==> src/amx_pkg.sv <==
// shared constants for the converter input multiplexer control
package amx_pkg;

  // ----------------------------------------------------------------
  // register map (special function register port addresses)
  // ----------------------------------------------------------------
  localparam logic [7:0] ADDR_PAIR_CFG    = 8'hBA;
  localparam logic [7:0] ADDR_CHAN_SEL    = 8'hBB;

  // ----------------------------------------------------------------
  // field layout and reset values
  // ----------------------------------------------------------------
  localparam int         PAIR_BITS        = 4;
  localparam int         CODE_BITS        = 4;
  localparam logic [3:0] PAIR_CFG_RESET   = 4'h0;
  localparam logic [3:0] CHAN_SEL_RESET   = 4'h0;
  localparam logic [3:0] UNUSED_READ      = 4'h0;

  // ----------------------------------------------------------------
  // converter timing
  // ----------------------------------------------------------------
  localparam int         RESULT_BITS      = 10;
  localparam int         LP_TRACK_CLOCKS  = 3;
  localparam int         SAR_DIV_BITS     = 5;

  typedef enum logic [1:0] {
    MEAS_SINGLE,
    MEAS_DIFF_POS,
    MEAS_DIFF_NEG
  } amx_meas_t;

endpackage

==> src/amx_mux_ctrl.sv <==
// input pairing, channel selection and conversion sequencing control
`timescale 1ns/10ps

// How it works
// - in low-power track mode, track three SAR clocks before approximation.
// - pair config bits 0..3 make pairs 0/1..6/7 differential when set.
// - channel select bits 7..4 read zero and ignore writes.
// - channel select bits 3..0 hold a 4-bit mux address, all codes valid.
// - results are RESULT_W bits wide, 10 by default.
// - paired even code measures even minus odd; odd code reverses it.
// - differential results are two's complement, single-ended unsigned.
module amx_mux_ctrl #(
  parameter int RESULT_W = amx_pkg::RESULT_BITS
) (
  // clock and reset
  input  wire logic                clock_i,
  input  wire logic                srst_i,
  // special function register port
  input  wire logic [7:0]          sfr_addr_i,
  input  wire logic [7:0]          sfr_wdata_i,
  input  wire logic                sfr_wr_i,
  output logic      [7:0]          sfr_rdata_o,
  // conversion control
  input  wire logic                low_power_track_select_i,
  input  wire logic [4:0]          sar_div_i,
  input  wire logic                conv_start_i,
  output logic                     conv_busy_o,
  output logic                     tracking_o,
  output logic                     sar_clk_tick_o,
  // raw result from the approximation core
  input  wire logic                sar_done_i,
  input  wire logic [RESULT_W-1:0] sar_result_i,
  // analog mux steering and result outputs
  output logic      [2:0]          mux_pos_sel_o,
  output logic      [2:0]          mux_neg_sel_o,
  output logic                     mux_neg_is_gnd_o,
  output logic                     result_signed_o,
  output logic                     result_valid_o,
  output logic      [RESULT_W-1:0] result_o
);

  // ----------------------------------------------------------------
  // registers
  // ----------------------------------------------------------------
  logic [3:0] pair_cfg_reg;
  logic [3:0] pair_cfg_next;
  logic [3:0] chan_code_reg;
  logic [3:0] chan_code_next;

  always_comb begin
    pair_cfg_next  = pair_cfg_reg;
    chan_code_next = chan_code_reg;
    if (sfr_wr_i) begin
      if (sfr_addr_i == amx_pkg::ADDR_PAIR_CFG) begin
        pair_cfg_next = sfr_wdata_i[3:0];
      end
      if (sfr_addr_i == amx_pkg::ADDR_CHAN_SEL) begin
        chan_code_next = sfr_wdata_i[3:0];
      end
    end
  end

  always_ff @(posedge clock_i) begin
    if (srst_i) begin
      pair_cfg_reg  <= amx_pkg::PAIR_CFG_RESET;
      chan_code_reg <= amx_pkg::CHAN_SEL_RESET;
    end else begin
      pair_cfg_reg  <= pair_cfg_next;
      chan_code_reg <= chan_code_next;
    end
  end

  // unused upper bits always read back as zero
  function automatic logic [7:0] read_word(input logic [3:0] field);
    read_word = {amx_pkg::UNUSED_READ, field};
  endfunction

  always_comb begin
    sfr_rdata_o = 8'h00;
    unique case (sfr_addr_i)
      amx_pkg::ADDR_PAIR_CFG: sfr_rdata_o = read_word(pair_cfg_reg);
      amx_pkg::ADDR_CHAN_SEL: sfr_rdata_o = read_word(chan_code_reg);
      default:                sfr_rdata_o = 8'h00;
    endcase
  end

  // ----------------------------------------------------------------
  // channel decode
  // ----------------------------------------------------------------
  function automatic amx_pkg::amx_meas_t meas_of(input logic [3:0] code,
                                                 input logic [3:0] pairs);
    if (code[3] || !pairs[code[2:1]]) begin
      meas_of = amx_pkg::MEAS_SINGLE;
    end else if (code[0]) begin
      meas_of = amx_pkg::MEAS_DIFF_NEG;
    end else begin
      meas_of = amx_pkg::MEAS_DIFF_POS;
    end
  endfunction

  amx_pkg::amx_meas_t meas;
  assign meas = meas_of(chan_code_reg, pair_cfg_reg);

  always_comb begin
    mux_pos_sel_o    = chan_code_reg[2:0];
    mux_neg_sel_o    = chan_code_reg[2:0] ^ 3'h1;
    mux_neg_is_gnd_o = (meas == amx_pkg::MEAS_SINGLE);
  end

  // ----------------------------------------------------------------
  // SAR clock divider
  // ----------------------------------------------------------------
  logic [4:0] div_cnt_reg;
  logic [4:0] div_cnt_next;
  logic       tick;
  logic       start_take;

  assign start_take = conv_start_i && !conv_busy_o;

  // restart on a taken start so the first track period is whole
  always_comb begin
    tick         = (div_cnt_reg >= sar_div_i);
    div_cnt_next = tick ? 5'h00 : div_cnt_reg + 5'h01;
    if (start_take) begin
      div_cnt_next = 5'h00;
    end
  end

  always_ff @(posedge clock_i) begin
    if (srst_i) begin
      div_cnt_reg <= 5'h00;
    end else begin
      div_cnt_reg <= div_cnt_next;
    end
  end

  assign sar_clk_tick_o = tick;

  // ----------------------------------------------------------------
  // conversion sequencer
  // ----------------------------------------------------------------
  typedef enum logic [1:0] {
    ST_IDLE,
    ST_TRACK,
    ST_CONVERT
  } amx_state_t;

  amx_state_t          state_reg;
  amx_state_t          state_next;
  logic [1:0]          trk_cnt_reg;
  logic [1:0]          trk_cnt_next;
  logic                sign_reg;
  logic                sign_next;
  logic                valid_reg;
  logic                valid_next;
  logic [RESULT_W-1:0] result_reg;
  logic [RESULT_W-1:0] result_next;

  always_comb begin
    state_next   = state_reg;
    trk_cnt_next = trk_cnt_reg;
    sign_next    = sign_reg;
    valid_next   = 1'b0;
    result_next  = result_reg;
    unique case (state_reg)
      ST_IDLE: begin
        if (conv_start_i) begin
          sign_next    = (meas != amx_pkg::MEAS_SINGLE);
          trk_cnt_next = 2'h0;
          state_next   = low_power_track_select_i ? ST_TRACK
                                                  : ST_CONVERT;
        end
      end
      ST_TRACK: begin
        if (tick) begin
          if (trk_cnt_reg ==
              2'(amx_pkg::LP_TRACK_CLOCKS - 1)) begin
            state_next = ST_CONVERT;
          end else begin
            trk_cnt_next = trk_cnt_reg + 2'h1;
          end
        end
      end
      ST_CONVERT: begin
        if (sar_done_i) begin
          result_next = sar_result_i;
          valid_next  = 1'b1;
          state_next  = ST_IDLE;
        end
      end
      default: state_next = ST_IDLE;
    endcase
  end

  always_ff @(posedge clock_i) begin
    if (srst_i) begin
      state_reg   <= ST_IDLE;
      trk_cnt_reg <= 2'h0;
      sign_reg    <= 1'b0;
      valid_reg   <= 1'b0;
      result_reg  <= '0;
    end else begin
      state_reg   <= state_next;
      trk_cnt_reg <= trk_cnt_next;
      sign_reg    <= sign_next;
      valid_reg   <= valid_next;
      result_reg  <= result_next;
    end
  end

  // ----------------------------------------------------------------
  // status and result outputs
  // ----------------------------------------------------------------

  assign conv_busy_o     = (state_reg != ST_IDLE);
  assign tracking_o      = (state_reg == ST_TRACK) ||
                           (state_reg == ST_IDLE &&
                            !low_power_track_select_i);
  assign result_signed_o = sign_reg;
  assign result_valid_o  = valid_reg;
  assign result_o        = result_reg;

endmodule

==> config.mk <==
export PLATFORM = sky130hd
export DESIGN_NAME = amx_mux_ctrl
export DESIGN_NICKNAME = d
export VERILOG_FILES = /design/src/amx_pkg.sv /design/src/amx_mux_ctrl.sv
export SDC_FILE = /design/constraint.sdc
export NUM_CORES = 1
export LEC_CHECK = 0
export BUFFER_PORTS_ARGS = -buffer_cell sky130_fd_sc_hd__buf_2
export CORE_MARGIN = 4
export CORE_UTILIZATION = 50
export CTS_CLUSTER_DIAMETER = 200
export DETAILED_ROUTE_END_ITERATION = 8
export PLACE_DENSITY = 0.85
export SYNTH_ARGS = -nofsm -noshare
export SYNTH_HDL_FRONTEND = slang
export SYNTH_SLANG_ARGS = --single-unit
==> constraint.sdc <==
create_clock -name clock_i -period 4.7 [get_ports clock_i]
set_clock_uncertainty 0.15 [all_clocks]
set_input_delay 0 -clock clock_i [delete_from_list [all_inputs] [get_ports clock_i]]
set_output_delay 0 -clock clock_i [all_outputs]
set_load 0.02 [all_outputs]
# After elaboration in Yosys (flattened, before gate mapping)
# Index checks and enable logic that the tools add are counted.
# op_classes
div_mod_pow,0
eq_ne,10
n_mux,16
n_reduce_logical,20
order_cmp,2
multipliers,0
n_shift,0
n_addsub,2
n_bitwise,2
# ops
operator,count
2-to-1 mux 2 bit,10
"equality test 8 bit, second input constant",2
"inequality test 2 bit, second input constant",5
one-hot mux 4 bit (2 select lines),1
AND reduction 2 bit,4
AND reduction 4 bit,2
one-hot mux 2 bit (3 select lines),1
nonzero test 2 bit,3
"adder 5 x 1 -> 5 bit, second input constant",1
>= comparator 5 bit,1
"equality test 2 bit, second input constant",2
zero test 2 bit,2
one-hot mux 2 bit (2 select lines),1
zero test 1 bit,3
"less-than comparator 2 x 3 -> 1 bit, second input constant",1
OR reduction 3 bit,1
"adder 2 x 1 -> 2 bit, second input constant",1
binary-select mux 1 bit (select 2 bit),1
"equality test 2 x 1 -> 1 bit, second input constant",1
logical AND 1 bit,2
logical OR 1 bit,2
2-to-1 mux 1 bit,2
inverter 1 bit,2
OR reduction 2 bit,1
# totals
elab_cells,60
in_bits,37
ff_bits,29
ramBits,0
latch_bits,0
mem_count,0
rom_bits,0

# Depth between registers and ports, before layout
# Gate-level depths: netlist of the first run.
# depth
word_depth,6
ltp_mapped,7
ltp_nobuf,7

# Least setup slack after synthesis of the first run
# No wires, ideal clock.
# synth_path
path_kind,reg2reg
from,register div_cnt_reg[0]
to,register state_reg[0]
path_stages_with_launch,8
arrival_time_ns,1.485
slack_ns,2.991
t_required_ns,4.476
setup_ns,0.074
period_less_slack_ns,1.709
path_cell_list,dfxtp_1 > inv_1 > ha_1 > nand2b_1 > a31oi_2 > o21a_4 > inv_1 > a31oi_1
# synth_between
elab_chain_cells,3
# synth_rtl
element,line,source
"start, declared",amx_mux_ctrl.sv:113,logic [4:0] div_cnt_reg;
"start signal, assigned",amx_mux_ctrl.sv:133,div_cnt_reg <= div_cnt_next;
>= comparator 5 bit,amx_mux_ctrl.sv:122,tick = (div_cnt_reg >= sar_div_i);
via sar_clk_tick_o,amx_mux_ctrl.sv:29,"output logic sar_clk_tick_o,"
inequality test 2 bit (no source line),n/a,
AND reduction 4 bit (no source line),n/a,
"end signal, assigned",amx_mux_ctrl.sv:203,state_reg <= state_next;
"end, declared",amx_mux_ctrl.sv:148,amx_state_t state_reg;
# The timed path passes the listed nets, and every way through them passes these cells.
# A chain may end at the register's enable or synchronous reset.

# Worst setup path in the final report of the first run
# layout_path
from,register state_reg[0]
to,"register result_reg[2], in the netlist result_o[2]"
# layout_between
elab_chain_cells,2
# layout_rtl
element,line,source
equality test 2 bit,amx_mux_ctrl.sv:165,unique case (state_reg)
AND reduction 2 bit (no source line),n/a,
"end signal, assigned",amx_mux_ctrl.sv:207,result_reg <= result_next;
"end, declared",amx_mux_ctrl.sv:156,logic [RESULT_W-1:0] result_reg;
# No other way between the ends.

==> results of run 1 <==
[worst min-delay path by stage]
stage,endpoint,slack [ns],depth (start not counted)
final,pair_cfg_reg[0]$_SDFFE_PP0P_,0.11,4
after global placement,result_o[1]$_SDFFE_PP0P_,0.08,3
after CTS,pair_cfg_reg[2]$_SDFFE_PP0P_,0.1,4
after detailed placement,result_o[2]$_SDFFE_PP0P_,0.09,3
after global routing,trk_cnt_reg[1]$_SDFFE_PP0P_,0.13,6
after floorplan,tracking_o,-0.02,1
[Yosys cell counts, types with 3 or more instances]
master | count | share of area (%)
dfxtp_1 | 29 | 38
a21oi_1 | 4 | 1.3
o21ai_0 | 4 | 1.3
buf_4 | 11 | 5.5
nor2_1 | 29 | 7.2
nand3_1 | 3 | 0.99
mux2i_1 | 22 | 15
ha_1 | 7 | 5.8
nand2_1 | 3 | 0.74
nand2b_1 | 3 | 1.2
inv_1 | 10 | 2.5
[layout by cell type, fill, tap and decap left out, types with 2 or more instances in the layout]
cell / n
buf_2: 58
dlygate4sd3_1: 33
and3_1: 2
o211ai_2: 2
inv_1: 10
xor2_1: 2
dfxtp_1: 29
conb_1: 4
nand2_1: 3
nor2_1: 29
nand2b_1: 3
clkbuf_4: 5
a21oi_1: 4
o21ai_0: 4
ha_1: 7
nand3_1: 3
mux2i_1: 22
or4_1: 2
nand3b_1: 2
[report_power, final]
part	leakage, nW	switching [mW]	internal (mW)
registers	0.235	0.00642	0.251
clock network	0.0445	0.0974	0.126
logic	0.859	0.0408	0.0424
total	1.14	0.145	0.420
[tightest hold or removal path, delay by kind of cell]
family,cells,cell delay [ns]
buffers and inverters,1,0.10
multiplexers,1,0.15
AND/OR/NAND/NOR,2,0.32
[routing by layer]
layer	part of all wire (%)	GRT usage, %
met3	7.9	8.171
met5	0	0
met1	38	21.50
met4	2.2	9.642
met2	52	38.08
[repair_timing]
item	CTS	global route
endpoints found under the setup margin	0	0
endpoints found under the hold margin	24	0
hold buffers	33	0
[final cells by class]
class / instances / share of cell area [%]
Multi-Input combinational cell: 109 / 36.66
Timing Repair Buffer: 91 / 28.77
Tap cell: 31 / 1.798
Clock inverter: 2 / 1.740
Clock buffer: 6 / 2.378
Sequential cell: 29 / 26.91
Inverter: 10 / 1.740
[cell families after synthesis]
group,Yosys count
and+or+nand+nor,55
DFF,29
buffers and inverters,26
muxes,24
AOI/OAI and AO/OA,16
adders and majority gates,7
xor gates and xnor gates,3
other,1
[metrics by stage]
step	instance area (µm²)	total power, mW	hold WS [ns]
after global routing	2157	0.5862	0.1309
after detailed placement	1738	0.3268	0.09096
after floorplan	1526	0.3075	-0.01739
final	2157	0.5649	0.1061
after global placement	1738	0.3250	0.07804
after CTS	2157	0.5631	0.09523
==> flow_summary.json, run 1 <==
{
  "crit_path_end_kind": "register",
  "hp-start": "sfr_wr_i",
  "grt_pass1_vias": 1462,
  "vias": 1413,
  "path_class": "register to register",
  "first_pass_iters": 5,
  "synth-seq-cells": 29,
  "ir_drop_v": 0.0001526,
  "syn_to_final_growth_pct": 42.36,
  "diodes": 0,
  "path_cells": "inv_1, nand3_1, mux2i_1, nor2_1, dlygate4sd3_1",
  "globalplace.congestion": 0.8665,
  "synth_area_mm2": 0.001515,
  "core_mm2": 0.002829,
  "clock-sinks": 29,
  "crit_slowest_cell": "dlygate4sd3_1",
  "cpPeakStageDelay_ns": 0.58,
  "yosysWarnings": 0,
  "initial_core_util_pct": 53.56,
  "fin_crit_ns": 2.425,
  "rsz0062_at_grt": "false",
  "tightestPinTransition_ns": 0.6686,
  "synth-adder-area-share_pct": 5.780,
  "powerDensity_mw_per_mm2": 261.9,
  "path_buf_inv": 2,
  "power.leakage_nw": 1.138,
  "wl_per_cell_um": 14.49,
  "dp_hpwl_mm": 2.377,
  "die_y_um": 63.05,
  "path_depth": 5,
  "post_cts_resized": 0,
  "seq_area_um2": 580.6,
  "setup_tns_ns": 0,
  "h-tree-depth": 2,
  "syn-mean-instance-area_um2": 9.411,
  "globalRouteOverflowTotal": 0,
  "multi_input_area_um2": 790.8,
  "cts_buffer_depth": 2,
  "place_inst": 237,
  "endpoint": "result_o[2]$_SDFFE_PP0P_",
  "drt_iter0_drc": 80,
  "drive_above_1_share_pct": 30.77,
  "antenna_found_initial": 0,
  "ys_seq_area_share_pct": 38.32,
  "synth-xor-area-share_pct": 1.734,
  "slew_headroom_pct": 55.30,
  "synth-compound-area-share_pct": 8.092,
  "path_delay_family": "buffers and inverters",
  "clk_pin_slew_ns": 0.10,
  "cp-start-kind": "register",
  "num_rows": 19,
  "cp.required_ns": 4.79,
  "clock_latency_ns": 0.34,
  "max_freq_ghz": 0.4124,
  "synth_top_family_by_area": "simple AND/OR/NAND/NOR gates",
  "synth_mux_area_share_pct": 17.01,
  "postSynthCellCount": 161,
  "slew_viol_final": 0,
  "cts_tree": "yes",
  "cts_made_buffers": 5,
  "arrival_ns": 2.52,
  "synth_edf_count": 0,
  "grt_first_pass_wirelength_mm": 6.513,
  "r2r-start": "state_reg[0]$_SDFFE_PP0P_",
  "die_x_um": 63.05,
  "hold_path.class": "input port to register",
  "synth-async-reset-ratio_pct": 0,
  "ios": 67,
  "port_buffers": 58,
  "grt_use_total_pct": 21.21,
  "synth_ff_type": "dfxtp_1",
  "synth_cell_types": 40,
  "fin_ws_ns": 2.275,
  "fp.dieArea_mm2": 0.003975,
  "fill_cells": 195,
  "cp_max_fo": 11,
  "grt_max_degree": 27,
  "r2r_cells": 5,
  "status": "completed",
  "maxCapViolations": 0,
  "hold_viol_final": 0,
  "finalSetupViolCount": 0,
  "fin_crit_sh_pct": 51.60,
  "wl_mm": 4.027,
  "synth-simple-area-share_pct": 18.58,
  "postCtsSetupBuffers": 0,
  "r2r-end": "result_o[2]$_SDFFE_PP0P_",
  "largest_register_ffs": 10,
  "drt-vias-per-instance": 5.083,
  "detail-route-antenna-nets": 0,
  "crit_start": "state_reg[0]$_SDFFE_PP0P_",
  "fin_cells": 278,
  "drcViolationCount": 0,
  "post-route-util_pct": 76.25,
  "dp_worst_setup_slack_ns": 2.912,
  "regToRegSetupSlack_ns": 2.27,
  "clock-root-buffer": "clkbuf_4",
  "final_nets": 290
}
Power figures use the tool's default switching activity.
==> run 2: changes to the inputs <==
--- a/config.mk
+++ b/config.mk
@@ -7,10 +7,10 @@
 export LEC_CHECK = 0
 export BUFFER_PORTS_ARGS = -buffer_cell sky130_fd_sc_hd__buf_2
 export CORE_MARGIN = 4
-export CORE_UTILIZATION = 50
+export CORE_UTILIZATION = 47
 export CTS_CLUSTER_DIAMETER = 200
 export DETAILED_ROUTE_END_ITERATION = 8
-export PLACE_DENSITY = 0.85
+export PLACE_DENSITY = 0.81
 export SYNTH_ARGS = -nofsm -noshare
 export SYNTH_HDL_FRONTEND = slang
 export SYNTH_SLANG_ARGS = --single-unit
==> constraint.sdc (replaced) <==
create_clock -name clock_i -period 2.3 [get_ports clock_i]
set_clock_uncertainty 0.15 [all_clocks]
set_input_delay 0 -clock clock_i [delete_from_list [all_inputs] [get_ports clock_i]]
set_output_delay 0 -clock clock_i [all_outputs]
set_load 0.02 [all_outputs]
==> run 2 against run 1 <==
Net effect: clock-buffer cell count grew 1; highest routed layer unchanged; wire length decreased by 9.6%; largest cell class unchanged; register-to-register slack got worse by 2.1 ns; cell count up 4.0%; clock power increased by 57%; sequential power increased by 100%; final area fell by 1.2%; sequential share of layout area is 0.32 points higher; utilization is 7.0 points lower.
==> flow_summary.json, run 2 (synthesis results as in run 1) <==
{
  "slew_viol_final": 0,
  "path_delay_family": "buffers and inverters",
  "vias": 1372,
  "die_x_um": 64.78,
  "powerDensity_mw_per_mm2": 490.1,
  "drt_iter0_drc": 69,
  "crit_path_end_kind": "register",
  "grt_use_total_pct": 18.19,
  "dp_hpwl_mm": 2.328,
  "place_inst": 251,
  "fill_cells": 247,
  "final_nets": 288,
  "cts_tree": "yes",
  "rsz0062_at_grt": "false",
  "crit_slowest_cell": "dlygate4sd3_1",
  "clock-root-buffer": "clkbuf_4",
  "layout_common_cells": "buf_2 (58), dlygate4sd3_1 (30), nor2_1 (29), dfxtp_1 (29), mux2i_1 (22)",
  "first_pass_iters": 4,
  "arrival_ns": 2.15,
  "path_buf_inv": 3,
  "detail-route-antenna-nets": 0,
  "wl_mm": 3.642,
  "num_rows": 20,
  "port_buffers": 58,
  "maxCapViolations": 0,
  "drt-vias-per-instance": 4.747,
  "initial_core_util_pct": 49.23,
  "clk_pin_slew_ns": 0.09,
  "syn_to_final_growth_pct": 40.71,
  "h-tree-depth": 2,
  "cp.required_ns": 2.36,
  "clock-sinks": 29,
  "dp_worst_setup_slack_ns": 0.5652,
  "postCtsSetupBuffers": 0,
  "grt_max_degree": 27,
  "multi_input_area_um2": 790.8,
  "path_cells": "inv_1, nand3_1, buf_4, mux2i_1, nor2_1, dlygate4sd3_1",
  "cts_buffer_depth": 2,
  "grt_pass1_vias": 1379,
  "setup_tns_ns": 0,
  "final_common_cell": "buf_2",
  "ios": 67,
  "post_cts_resized": 0,
  "diodes": 0,
  "fin_crit_ns": 2.095,
  "die_y_um": 64.78,
  "max_freq_ghz": 0.4773,
  "fin_ws_ns": 0.2047,
  "globalRouteOverflowTotal": 0,
  "cts_made_buffers": 5,
  "fin_crit_sh_pct": 91.10,
  "power.leakage_nw": 1.121,
  "hold_viol_final": 0,
  "ir_drop_v": 0.0003365,
  "path_class": "register to register",
  "status": "completed",
  "cpPeakStageDelay_ns": 0.58,
  "largest_register_ffs": 10,
  "hold_buffers": 30,
  "fin_cells": 289,
  "drcViolationCount": 0,
  "fp.dieArea_mm2": 0.004196,
  "drive_above_1_share_pct": 31.43,
  "wl_per_cell_um": 12.60,
  "cp_max_fo": 11,
  "hold_path.class": "input port to register",
  "cp-start-kind": "register",
  "globalplace.congestion": 0.7647,
  "clock_latency_ns": 0.32,
  "finalSetupViolCount": 0,
  "core_mm2": 0.003078,
  "seq_area_um2": 580.6,
  "grt_first_pass_wirelength_mm": 6.023,
  "antenna_found_initial": 0
}
[run 2: layout make-up]
| type | instances | area share, % |
|---|---|---|
| inverter | 10 | 1.761 |
| timing repair buffer | 89 | 28.05 |
| multi-input combinational | 109 | 37.09 |
| clock inverter | 1 | 0.2347 |
| sequential | 29 | 27.23 |
| clock buffer | 7 | 3.052 |
| tap | 44 | 2.582 |
[run 2: worst paths after layout]
kind                              from                     endpoint  slack (ns)  depth (start not counted)
min reg2reg  div_cnt_reg[0]$_SDFF_PP0_    div_cnt_reg[0]$_SDFF_PP0_        0.33                          1
min                       conv_start_i  trk_cnt_reg[1]$_SDFFE_PP0P_        0.02                          4
max reg2reg  state_reg[0]$_SDFFE_PP0P_     result_o[2]$_SDFFE_PP0P_        0.20                          6
max          state_reg[0]$_SDFFE_PP0P_     result_o[2]$_SDFFE_PP0P_        0.20                          6
[run 2: power by group]
group / leakage [nW] / switching [mW] / internal (mW)
Sequential: 0.235 / 0.0126 / 0.514
Clock: 0.0413 / 0.175 / 0.177
Combinational: 0.845 / 0.0808 / 0.0861
Total: 1.12 / 0.268 / 0.777
[run 2: worst reg2reg max path, cell delays in order (launching register included)]
cell and delay [ns]:
dfxtp_1 0.53, inv_1 0.10, nand3_1 0.10, buf_4 0.22
mux2i_1 0.24, nor2_1 0.06, dlygate4sd3_1 0.58
[run 2: per-layer routing]
layer	track usage, %	wire, µm	vias up
li1	-	-	701
met1	21.11	1405	632
met2	32.18	2020	37
met3	5.026	207	2
met4	5.541	8	0
met5	0	0	-
[run 2: metrics by stage]
step	total power, mW	hold slack, ns	cell area (µm²)	utilization, %
floorplan	0.6285	-0.01739	1526	-
global placement	0.6655	0.07894	1762	57.24
detailed placement	0.6687	0.08656	1762	57.24
CTS	1.056	0.007945	2132	69.27
global route	1.096	0.02324	2132	69.27
finish	1.045	0.01589	2132	69.27
